File: src/smb_aux_map.svh
/*
 * Register indices, field positions, reset values and constants of the
 * check-byte, target-address, message-word and auxiliary registers.
 * Assumes inclusion by bare name; byte address on APB is four times the index.
 */
`ifndef SMB_AUX_MAP_SVH
`define SMB_AUX_MAP_SVH

`define IDX_HOST_CONTROL     8'h02
`define IDX_BLOCK_DATA       8'h07
`define IDX_PACKET_CHECK     8'h08
`define IDX_OWN_TARGET       8'h09
`define IDX_RECEIVED_WORD    8'h0a
`define IDX_AUX_STATUS       8'h0c
`define IDX_AUX_CONTROL      8'h0d

`define RST_PACKET_CHECK     8'h00
`define RST_OWN_TARGET       8'h44
`define RST_RECEIVED_WORD    16'h0000
`define RST_AUX_STATUS       8'h00
`define RST_AUX_CONTROL      8'h00
`define RST_BLOCK_BYTE       8'h00

`define BIT_CRC_MISMATCH     0
`define BIT_AUTO_APPEND      0
`define BIT_BLOCK_BUFFER     1
`define OWN_ADDR_MSB         6
`define BLOCK_BUFFER_DEPTH   32

`define CRC8_POLY            8'h07
`define CRC8_INIT            8'h00

`endif

File: src/smb_aux_pkg.sv
/*
 * Types shared by the auxiliary register block and its bus engine port.
 * Assumes the engine runs on the same clock as the register block.
 */
package smb_aux_pkg;

   // events and data from the bus engine, one clock domain
   typedef struct packed {
      logic       crc_clear;       // start of transaction, restart crc
      logic       byte_valid;      // one bus byte (addresses included) for the crc
      logic [7:0] bus_byte;        // byte on the bus, also the received check byte
      logic       rx_pec_valid;    // received check byte present on bus_byte
      logic       abort;           // software abort reached the engine
      logic       in_crc_phase;    // engine is inside the check-byte portion
      logic       final_bit_rcvd;  // last data bit from the slave has arrived
      logic       addr_valid;      // slave address byte present on addr_byte
      logic [7:0] addr_byte;       // 7-bit address in 7:1, direction in 0
      logic       word_valid;      // message word from an external master
      logic [15:0] word;           // high byte in 15:8, low byte in 7:0
      logic       buf_start;       // block transfer starts, engine index to 0
      logic       buf_wr;          // store bus_byte into block storage
      logic       buf_rd;          // fetch next block byte for sending
      logic       last_byte;       // byte count exhausted with this byte
   } eng_in_t;

   typedef enum logic [1:0] {
      APB_IDLE   = 2'b00,
      APB_ACCESS = 2'b01,
      APB_DONE   = 2'b10
   } apb_state_t;

endpackage : smb_aux_pkg

File: src/smbus_pec_aux_slave_regs.sv
/*
 * Check-byte, own target address, received message word, auxiliary status
 * and control registers of a two-wire management bus controller, with the
 * 32-byte block storage, behind an APB slave.
 * Assumes a bus engine on the same clock driving eng_i; rst_i is the
 * resume-well reset. The PCI bus reset is not connected, so it never
 * disturbs these registers.
 */
// Functional notes
// - received check byte captured into register
// - decode own 7-bit address, bit7 reserved
// - own address resets to 44h
// - only resume-well reset clears own address
// - read-only word, byte1 high, byte0 low
// - word resets 0000h on resume-well reset
// - check-byte mismatch sets crc mismatch flag
// - mismatch flag also raises device error
// - abort in crc phase sets flag
// - write one clears mismatch flag
// - buffer enable makes block data pointer
// - up to 32 bytes before completion
// - auto-append sends computed check byte
// - buffer disabled, block data single byte
// - host control read zeroes pointer; access increments
`timescale 1ns/100ps
`default_nettype none
`include "smb_aux_map.svh"

module smbus_pec_aux_slave_regs
   import smb_aux_pkg::*;
#(
   parameter int BUF_DEPTH = `BLOCK_BUFFER_DEPTH
) (
   input  wire logic        mclk_i,                // 40 MHz clock
   input  wire logic        rst_i,                 // resume-well reset, async
   input  wire logic        psel,                  // apb select
   input  wire logic        penable,               // apb access phase
   input  wire logic        pwrite,                // apb direction
   input  wire logic [11:0] paddr,                 // apb byte address
   input  wire logic [31:0] pwdata,                // apb write data
   output logic      [31:0] prdata,                // apb read data
   output logic             pready,                // apb ready
   output logic             pslverr,               // apb unmapped access
   input  wire eng_in_t     eng_i,                 // bus engine events
   output logic             own_addr_match_o,      // address byte hit us
   output logic             device_error_set_o,    // pulse to host status
   output logic             crc_auto_append_o,     // engine appends crc
   output logic             block_buffer_enable_o, // block storage active
   output logic      [7:0]  tx_pec_o,              // check byte to send
   output logic      [7:0]  buf_byte_o,            // block byte to send
   output logic             block_done_o           // block completion pulse
);

   localparam int IW = $clog2(BUF_DEPTH);
   // reset words kept whole so each flag takes its own bit, not a truncation
   localparam logic [7:0] AUXILIARY_STATUS_RST = `RST_AUX_STATUS;
   localparam logic [7:0] AUXILIARY_CONTROL_RST = `RST_AUX_CONTROL;

   if (BUF_DEPTH < 2 || BUF_DEPTH > 256 || (1 << IW) != BUF_DEPTH) begin : g_chk
      $error("BUF_DEPTH must be a power of two from 2 to 256");
   end

   function automatic logic [7:0] reg_index(input logic [11:0] a);
      return a[9:2];
   endfunction : reg_index

   function automatic logic mapped(input logic [7:0] idx);
      case (idx)
         `IDX_HOST_CONTROL, `IDX_BLOCK_DATA, `IDX_PACKET_CHECK, `IDX_OWN_TARGET,
         `IDX_RECEIVED_WORD, `IDX_AUX_STATUS, `IDX_AUX_CONTROL: return 1'b1;
         default: return 1'b0;
      endcase
   endfunction : mapped

   apb_state_t  st_r,      st_nxt;
   logic [31:0] prdata_r,  prdata_nxt;
   logic        pslverr_r, pslverr_nxt;
   logic        ready_r,   ready_nxt;
   logic [7:0]  pec_r,     pec_nxt;
   logic [6:0]  own_r,     own_nxt;
   logic [15:0] word_r,    word_nxt;
   logic        crc_mismatch_flag_r,    crc_mismatch_flag_nxt;
   logic        aac_r,     aac_nxt;
   logic        block_buffer_enable_r,    block_buffer_enable_nxt;
   logic [IW-1:0] sptr_r,  sptr_nxt;
   logic [IW-1:0] eidx_r,  eidx_nxt;
   logic [7:0]  mem_r   [BUF_DEPTH];
   logic [7:0]  mem_nxt [BUF_DEPTH];
   logic        match_r,   match_nxt;
   logic        device_error_flag_r,    device_error_flag_nxt;
   logic [7:0]  txpec_r,   txpec_nxt;
   logic [7:0]  bbyte_r,   bbyte_nxt;
   logic        done_r,    done_nxt;
   logic [7:0]  crc_val;

   logic [7:0]  idx;
   logic        acc_done;
   logic        sw_wr;
   logic        sw_rd;
   logic        crc_err_evt;
   logic [IW-1:0] sw_slot;
   logic [IW-1:0] eng_slot;

   crc8_unit u_crc (
      .mclk_i  (mclk_i),
      .rst_i   (rst_i),
      .clear_i (eng_i.crc_clear),
      .valid_i (eng_i.byte_valid),
      .data_i  (eng_i.bus_byte),
      .crc_o   (crc_val)
   );

   assign idx      = reg_index(paddr);
   assign acc_done = (st_r == APB_DONE);
   assign sw_wr    = acc_done && pwrite && mapped(idx);
   assign sw_rd    = acc_done && !pwrite && mapped(idx);
   // with the buffer off, both sides share slot 0 as the single data byte
   assign sw_slot  = block_buffer_enable_r ? sptr_r : '0;
   assign eng_slot = block_buffer_enable_r ? eidx_r : '0;

   // received check byte differs from crc of the preceding bytes, or an
   // abort hit the crc portion or came after the slave's last data bit
   assign crc_err_evt = (eng_i.rx_pec_valid && (eng_i.bus_byte != crc_val))
                     || (eng_i.abort && (eng_i.in_crc_phase || eng_i.final_bit_rcvd));

   // apb: setup, two wait cycles (penable sampled, then the registered read data), then ready
   always_comb begin
      st_nxt      = st_r;
      prdata_nxt  = prdata_r;
      pslverr_nxt = pslverr_r;
      case (st_r)
         APB_IDLE: begin
            if (psel && penable) begin
               st_nxt = APB_ACCESS;
            end
         end
         APB_ACCESS: begin
            st_nxt      = APB_DONE;
            pslverr_nxt = !mapped(idx);
            prdata_nxt  = 32'h0000_0000;
            if (!pwrite) begin
               case (idx)
                  `IDX_BLOCK_DATA:    prdata_nxt[7:0]  = mem_r[sw_slot];
                  `IDX_PACKET_CHECK:  prdata_nxt[7:0]  = pec_r;
                  `IDX_OWN_TARGET:    prdata_nxt[6:0]  = own_r;
                  `IDX_RECEIVED_WORD: prdata_nxt[15:0] = word_r;
                  `IDX_AUX_STATUS:    prdata_nxt[`BIT_CRC_MISMATCH] = crc_mismatch_flag_r;
                  `IDX_AUX_CONTROL: begin
                     prdata_nxt[`BIT_AUTO_APPEND]  = aac_r;
                     prdata_nxt[`BIT_BLOCK_BUFFER] = block_buffer_enable_r;
                  end
                  default:            prdata_nxt = 32'h0000_0000;
               endcase
            end
         end
         APB_DONE: begin
            st_nxt      = APB_IDLE;
            pslverr_nxt = 1'b0;
         end
         default: begin
            st_nxt = APB_IDLE;
         end
      endcase
      // ready gets a flop of its own so the port is not a state decode
      ready_nxt = (st_nxt == APB_DONE);
   end

   // software and engine side of the registers and block storage
   always_comb begin
      pec_nxt   = pec_r;
      own_nxt   = own_r;
      word_nxt  = word_r;
      crc_mismatch_flag_nxt  = crc_mismatch_flag_r;
      aac_nxt   = aac_r;
      block_buffer_enable_nxt  = block_buffer_enable_r;
      sptr_nxt  = sptr_r;
      eidx_nxt  = eidx_r;
      mem_nxt   = mem_r;
      match_nxt = 1'b0;
      device_error_flag_nxt  = 1'b0;
      done_nxt  = 1'b0;
      bbyte_nxt = bbyte_r;
      if (sw_wr) begin
         case (idx)
            `IDX_BLOCK_DATA:   mem_nxt[sw_slot] = pwdata[7:0];
            `IDX_PACKET_CHECK: pec_nxt = pwdata[7:0];
            `IDX_OWN_TARGET:   own_nxt = pwdata[`OWN_ADDR_MSB:0];
            `IDX_AUX_STATUS: begin
               if (pwdata[`BIT_CRC_MISMATCH]) begin
                  crc_mismatch_flag_nxt = 1'b0;
               end
            end
            `IDX_AUX_CONTROL: begin
               aac_nxt  = pwdata[`BIT_AUTO_APPEND];
               block_buffer_enable_nxt = pwdata[`BIT_BLOCK_BUFFER];
            end
            default: begin
               own_nxt = own_r;
            end
         endcase
      end
      if (acc_done && idx == `IDX_BLOCK_DATA && block_buffer_enable_r) begin
         sptr_nxt = sptr_r + 1'b1;
      end
      if (sw_rd && idx == `IDX_HOST_CONTROL) begin
         sptr_nxt = '0;
      end
      // capture wins over a software write to the check-byte register in the same cycle
      if (eng_i.rx_pec_valid) begin
         pec_nxt = eng_i.bus_byte;
      end
      if (eng_i.word_valid) begin
         word_nxt = eng_i.word;
      end
      if (crc_err_evt) begin
         crc_mismatch_flag_nxt = 1'b1;
         device_error_flag_nxt = 1'b1;
      end
      if (eng_i.addr_valid) begin
         match_nxt = (eng_i.addr_byte[7:1] == own_r);
      end
      if (eng_i.buf_start) begin
         eidx_nxt = '0;
      end else if (eng_i.buf_wr || eng_i.buf_rd) begin
         if (eng_i.buf_wr) begin
            mem_nxt[eng_slot] = eng_i.bus_byte;
         end else begin
            bbyte_nxt = mem_r[eng_slot];
         end
         if (block_buffer_enable_r) begin
            eidx_nxt = eidx_r + 1'b1;
         end
         // completion after the count runs out or the storage is full;
         // without the buffer every byte needs software attention
         done_nxt = eng_i.last_byte || !block_buffer_enable_r
                 || (eidx_r == IW'(BUF_DEPTH - 1));
      end
   end

   // auto-append sends the running crc, else the check-byte register, whether software wrote it or it was captured
   assign txpec_nxt = aac_r ? crc_val : pec_r;

   // rst_i is the resume-well reset; no other reset reaches these flops
   always_ff @(posedge mclk_i or posedge rst_i) begin
      if (rst_i) begin
         st_r      <= APB_IDLE;
         prdata_r  <= 32'h0000_0000;
         pslverr_r <= 1'b0;
         ready_r   <= 1'b0;
         pec_r     <= `RST_PACKET_CHECK;
         own_r     <= 7'(`RST_OWN_TARGET);
         word_r    <= `RST_RECEIVED_WORD;
         crc_mismatch_flag_r    <= AUXILIARY_STATUS_RST[`BIT_CRC_MISMATCH];
         aac_r     <= AUXILIARY_CONTROL_RST[`BIT_AUTO_APPEND];
         block_buffer_enable_r    <= AUXILIARY_CONTROL_RST[`BIT_BLOCK_BUFFER];
         sptr_r    <= '0;
         eidx_r    <= '0;
         for (int i = 0; i < BUF_DEPTH; i++) begin
            mem_r[i] <= `RST_BLOCK_BYTE;
         end
         match_r   <= 1'b0;
         device_error_flag_r    <= 1'b0;
         txpec_r   <= `RST_PACKET_CHECK;
         bbyte_r   <= `RST_BLOCK_BYTE;
         done_r    <= 1'b0;
      end else begin
         st_r      <= st_nxt;
         prdata_r  <= prdata_nxt;
         pslverr_r <= pslverr_nxt;
         ready_r   <= ready_nxt;
         pec_r     <= pec_nxt;
         own_r     <= own_nxt;
         word_r    <= word_nxt;
         crc_mismatch_flag_r    <= crc_mismatch_flag_nxt;
         aac_r     <= aac_nxt;
         block_buffer_enable_r    <= block_buffer_enable_nxt;
         sptr_r    <= sptr_nxt;
         eidx_r    <= eidx_nxt;
         mem_r     <= mem_nxt;
         match_r   <= match_nxt;
         device_error_flag_r    <= device_error_flag_nxt;
         txpec_r   <= txpec_nxt;
         bbyte_r   <= bbyte_nxt;
         done_r    <= done_nxt;
      end
   end

   assign prdata                = prdata_r;
   assign pready                = ready_r;
   assign pslverr               = pslverr_r;
   assign own_addr_match_o      = match_r;
   assign device_error_set_o    = device_error_flag_r;
   assign crc_auto_append_o     = aac_r;
   assign block_buffer_enable_o = block_buffer_enable_r;
   assign tx_pec_o              = txpec_r;
   assign buf_byte_o            = bbyte_r;
   assign block_done_o          = done_r;

endmodule : smbus_pec_aux_slave_regs
`default_nettype wire

File: src/crc8_unit.sv
/*
 * Byte-serial crc-8, polynomial x^8+x^2+x+1, msb first.
 * Assumes clear and valid are single-cycle strobes on the same clock.
 */
`timescale 1ns/100ps
`default_nettype none
`include "smb_aux_map.svh"

module crc8_unit (
   input  wire logic       mclk_i,    // block clock
   input  wire logic       rst_i,     // async reset, active high
   input  wire logic       clear_i,   // restart the crc
   input  wire logic       valid_i,   // fold data_i in
   input  wire logic [7:0] data_i,    // byte to fold
   output logic      [7:0] crc_o      // running crc
);

   logic [7:0] crc_r;
   logic [7:0] crc_nxt;

   function automatic logic [7:0] crc_step(input logic [7:0] c, input logic [7:0] d);
      logic [7:0] r;
      r = c ^ d;
      for (int i = 0; i < 8; i++) begin
         r = r[7] ? ((r << 1) ^ `CRC8_POLY) : (r << 1);
      end
      return r;
   endfunction : crc_step

   always_comb begin
      crc_nxt = crc_r;
      if (clear_i) begin
         crc_nxt = `CRC8_INIT;
      end else if (valid_i) begin
         crc_nxt = crc_step(crc_r, data_i);
      end
   end

   always_ff @(posedge mclk_i or posedge rst_i) begin
      if (rst_i) begin
         crc_r <= `CRC8_INIT;
      end else begin
         crc_r <= crc_nxt;
      end
   end

   assign crc_o = crc_r;

endmodule : crc8_unit
`default_nettype wire

File: config.mk
export PLATFORM = sky130hd
export DESIGN_NAME = smbus_pec_aux_slave_regs
export DESIGN_NICKNAME = d
export VERILOG_FILES = /design/src/smb_aux_pkg.sv /design/src/smbus_pec_aux_slave_regs.sv /design/src/crc8_unit.sv
export VERILOG_INCLUDE_DIRS = /design/src
export SDC_FILE = /design/constraint.sdc
export NUM_CORES = 1
export LEC_CHECK = 0
export BUFFER_PORTS_ARGS = -buffer_cell sky130_fd_sc_hd__buf_2
export CORE_MARGIN = 4
export CORE_UTILIZATION = 55
export DETAILED_ROUTE_END_ITERATION = 16
export PLACE_DENSITY = 0.74
export SKIP_LAST_GASP = 1
export SYNTH_ARGS = -nofsm -noshare
export SYNTH_HDL_FRONTEND = slang
export SYNTH_SLANG_ARGS = --single-unit
File: constraint.sdc
create_clock -name mclk_i -period 33.9 [get_ports mclk_i]
set_input_delay 6.78 -clock mclk_i [delete_from_list [all_inputs] [get_ports mclk_i]]
set_output_delay 6.78 -clock mclk_i [all_outputs]
set_load 0.1 [all_outputs]
==> results.py <==
metrics = {
    "synth": {
        "yosysSeqAreaShare_pct": 40.0,
        "synth_edf_count": 0,
        "synth_top_area_cell": "dfrtp_1",
        "synth_warnings": 0,
        "syn_area_um2": 21700,
        "synth_top_cell_area_share_pct": 39.7,
        "synth_cell_type_count": 83,
        "ys.flop_type": "dfrtp_1",
        "ys_seq_elements": 346,
        "syn_inst": 2229,
        "avgSynthCellArea_um2": 9.72,
        "synthTopCellsByCount": "dfrtp_1, mux2i_1, nand2_1",
        "synth_most_common_cell": "dfrtp_1",
        "synth-async-reset-ratio_pct": 100,
        "synth.area.top_cells": "dfrtp_1, mux2i_1, nand2_1",
    },
    "place": {
        "port_buffers": 102,
        "place_congestion": 1.00,
        "dp_hpwl_um": 49500,
        "placed_area_um2": 22200,
        "dp_slack_ns": 24.50,
        "dp.cells": 2683,
    },
    "clock_network": {
        "post_cts_buffers": 0,
        "cts_buffers": 39,
        "h-tree-depth": 2,
        "ctsResizeCount": 0,
        "path_clk_slew_ns": 0.06,
        "cts_num_sinks": 346,
        "cts_buffer_depth": 3,
        "clk_latency_ns": 0.55,
        "cts_hold_buf": 0,
        "tritoncts": "built",
        "cts-root-buf": "clkbuf_16",
    },
    "hold_path": {
        "hold_start": "crc_mismatch_flag_r",
        "hold_depth": 1,
        "worstHoldEndpoint": "crc_mismatch_flag_r",
        "worstHoldPathType": "reg -> reg",
    },
    "sta": {
        "slew_violations": 0,
        "fin_ws_ns": 24.96,
        "fin_skew_ns": 0.0251,
        "finalCritPeriodShare_pct": 26.4,
        "fin_crit_ns": 8.94,
        "setup_tns_ns": 0,
        "fmax_mhz": 112,
        "slew_headroom_pct": 12.5,
        "rsz0062_at_grt": "false",
        "tightest_slew_ns": 1.28,
        "setup_violations": 0,
        "hold_violations": 0,
    },
    "finish": {
        "drive_above_1_share_pct": 16.2,
        "final_cell_count_no_fill": 2754,
        "multi_input_area_um2": 12100,
        "fill_cells": 3168,
        "area_growth_pct": 9.14,
        "final_nets": 2308,
        "seq_area_um2": 8670,
        "design_area_um2": 23600,
    },
    "power": {
        "peakVddDrop_uv": 30.1,
        "powerDensity_nw_per_um2": 45.0,
        "total_leakage_power_nw": 9.96,
    },
    "worst_setup_path": {
        "timing.rr.start": "eidx_r[1]",
        "r2r_setup_slack_ns": 29.93,
        "crit_path_start_kind": "input port",
        "critPathLaunch": "paddr[9]",
        "rr_worst_depth": 7,
        "path_max_fanout": 8,
        "critical_path_arrival_ns": 9.31,
        "end_kind": "register",
        "critical_path_class": "in -> reg",
        "reg2reg_to": "buf_byte_o[2]",
        "worstPathRequired_ns": 34.27,
    },
    "global_route": {
        "grt_usage_pct": 36.5,
        "gr-max-usage-layer": "met2",
        "grtUsageMet3_pct": 11.0,
        "grtUsageMet1_pct": 48.5,
        "use_met2_pct": 52.3,
        "grt_first_pass_wirelength_um": 117000,
        "grt_antenna_before_repair": 0,
        "grt_max_degree": 164,
        "grt_pass1_vias": 18100,
        "grt-ovfl-total": 0,
    },
    "drt": {
        "wl_per_cell_um": 28.9,
        "drt-initial-drc-count": 2861,
        "vias": 19100,
        "ant_nets": 0,
        "firstDrtPassIters": 7,
        "drc": 0,
        "avgViaCountPerCell": 6.94,
        "drt-total-wl_um": 79500,
    },
    "floorplan": {
        "io_pins": 148,
        "num_rows": 72,
        "design.core.area_um2": 38800,
        "die-width_um": 206,
        "start_util_pct": 55.8,
        "die_h_um": 206,
        "die-area_um2": 42600,
    },
    "status": {
        "outcome": "complete, no violations",
    },
    "run": {
        "drv_cap": 0,
    },
}
-- where the power goes --
group	total, mW	internal (mW)	leakage (nW)	switching (mW)
logic	0.146	0.0402	4.59	0.106
registers	0.439	0.425	4.68	0.0139
clock network	0.478	0.292	0.688	0.186
-- critical path, stage by stage --
cell     delay, ns
buf_2         0.11
nor4_2        0.45
and4_1        0.57
nand3_4       0.62
nor2_8        0.45
mux2i_1       0.24
o21ai_1       0.09
-- cells in the final DEF, fill, tap and decap left out, types with 52 or more instances in the layout --
cell type / synthesis / routed
a21oi_1: 152 / 152
buf_2: 35 / 102
dfrtp_1: 344 / 339
mux2_2: 70 / 70
mux2i_1: 324 / 324
nand2_1: 243 / 243
nor2_1: 174 / 174
o21ai_0: 52 / 52
o21ai_1: 173 / 172
o22ai_1: 52 / 52
-- sequential cells by signal, indices dropped and copies added (netlist names), 5 cells and up --
register,cells
mem_r,256
prdata,16
word_r,16
buf_byte_o,8
pec_r,8
tx_pec_o,8
u_crc.crc_o,8
own_r,7
eidx_r,5
sptr_r,5
-- cells by family after synthesis --
| group | count (synthesis) | synth area share, % |
|---|---|---|
| compound gates | 597 | 16.8 |
| xor+xnor | 38 | 1.67 |
| fa+ha+maj | 9 | 0.520 |
| buf+inv | 228 | 4.52 |
| flops | 346 | 40.0 |
| mux | 439 | 22.8 |
| other cells | 1 | 0.0173 |
| simple gates | 571 | 13.8 |
-- per-stage QoR --
| stage | total power [mW] | hold WS, ns | util, % |
|---|---|---|---|
| 6_report | 1.06 | 0.498 | 60.9 |
| 5_1_grt | 1.09 | 0.514 | 60.9 |
| 4_1_cts | 1.06 | 0.495 | 60.9 |
| 3_5_place_dp | 0.588 | 0.479 | 57.2 |
| 3_3_place_gp | 0.585 | 0.462 | 57.2 |
| 2_1_floorplan | 0.552 | 0.445 | - |
-- how the worst max path moves through the flow --
stage	endpoint	slack, ns	depth (start not counted)
6_report	mem_r[177]	24.96	7
5_1_grt	mem_r[123]	24.86	4
4_1_cts	mem_r[99]	25.06	7
3_5_place_dp	mem_r[102]	24.50	7
3_3_place_gp	mem_r[167]	24.55	7
2_1_floorplan	block_buffer_enable_o	17.53	1
-- routing by layer --
layer  share of wire [%]  vias up
li1                    -     8045
met1                  37     9134
met2                  42     1554
met3                  14      391
met4                 7.8        0
met5                   0        -
-- cell type report --
type | count | area share [%]
Antenna cell | 1 | 0.0106
Clock buffer | 50 | 4.65
Sequential cell | 346 | 36.7
Inverter | 19 | 0.333
Clock inverter | 20 | 1.37
Tap cell | 518 | 2.74
Timing Repair Buffer | 130 | 3.10
Multi-Input combinational cell | 1670 | 51.1
Power figures use the tool's default switching activity.
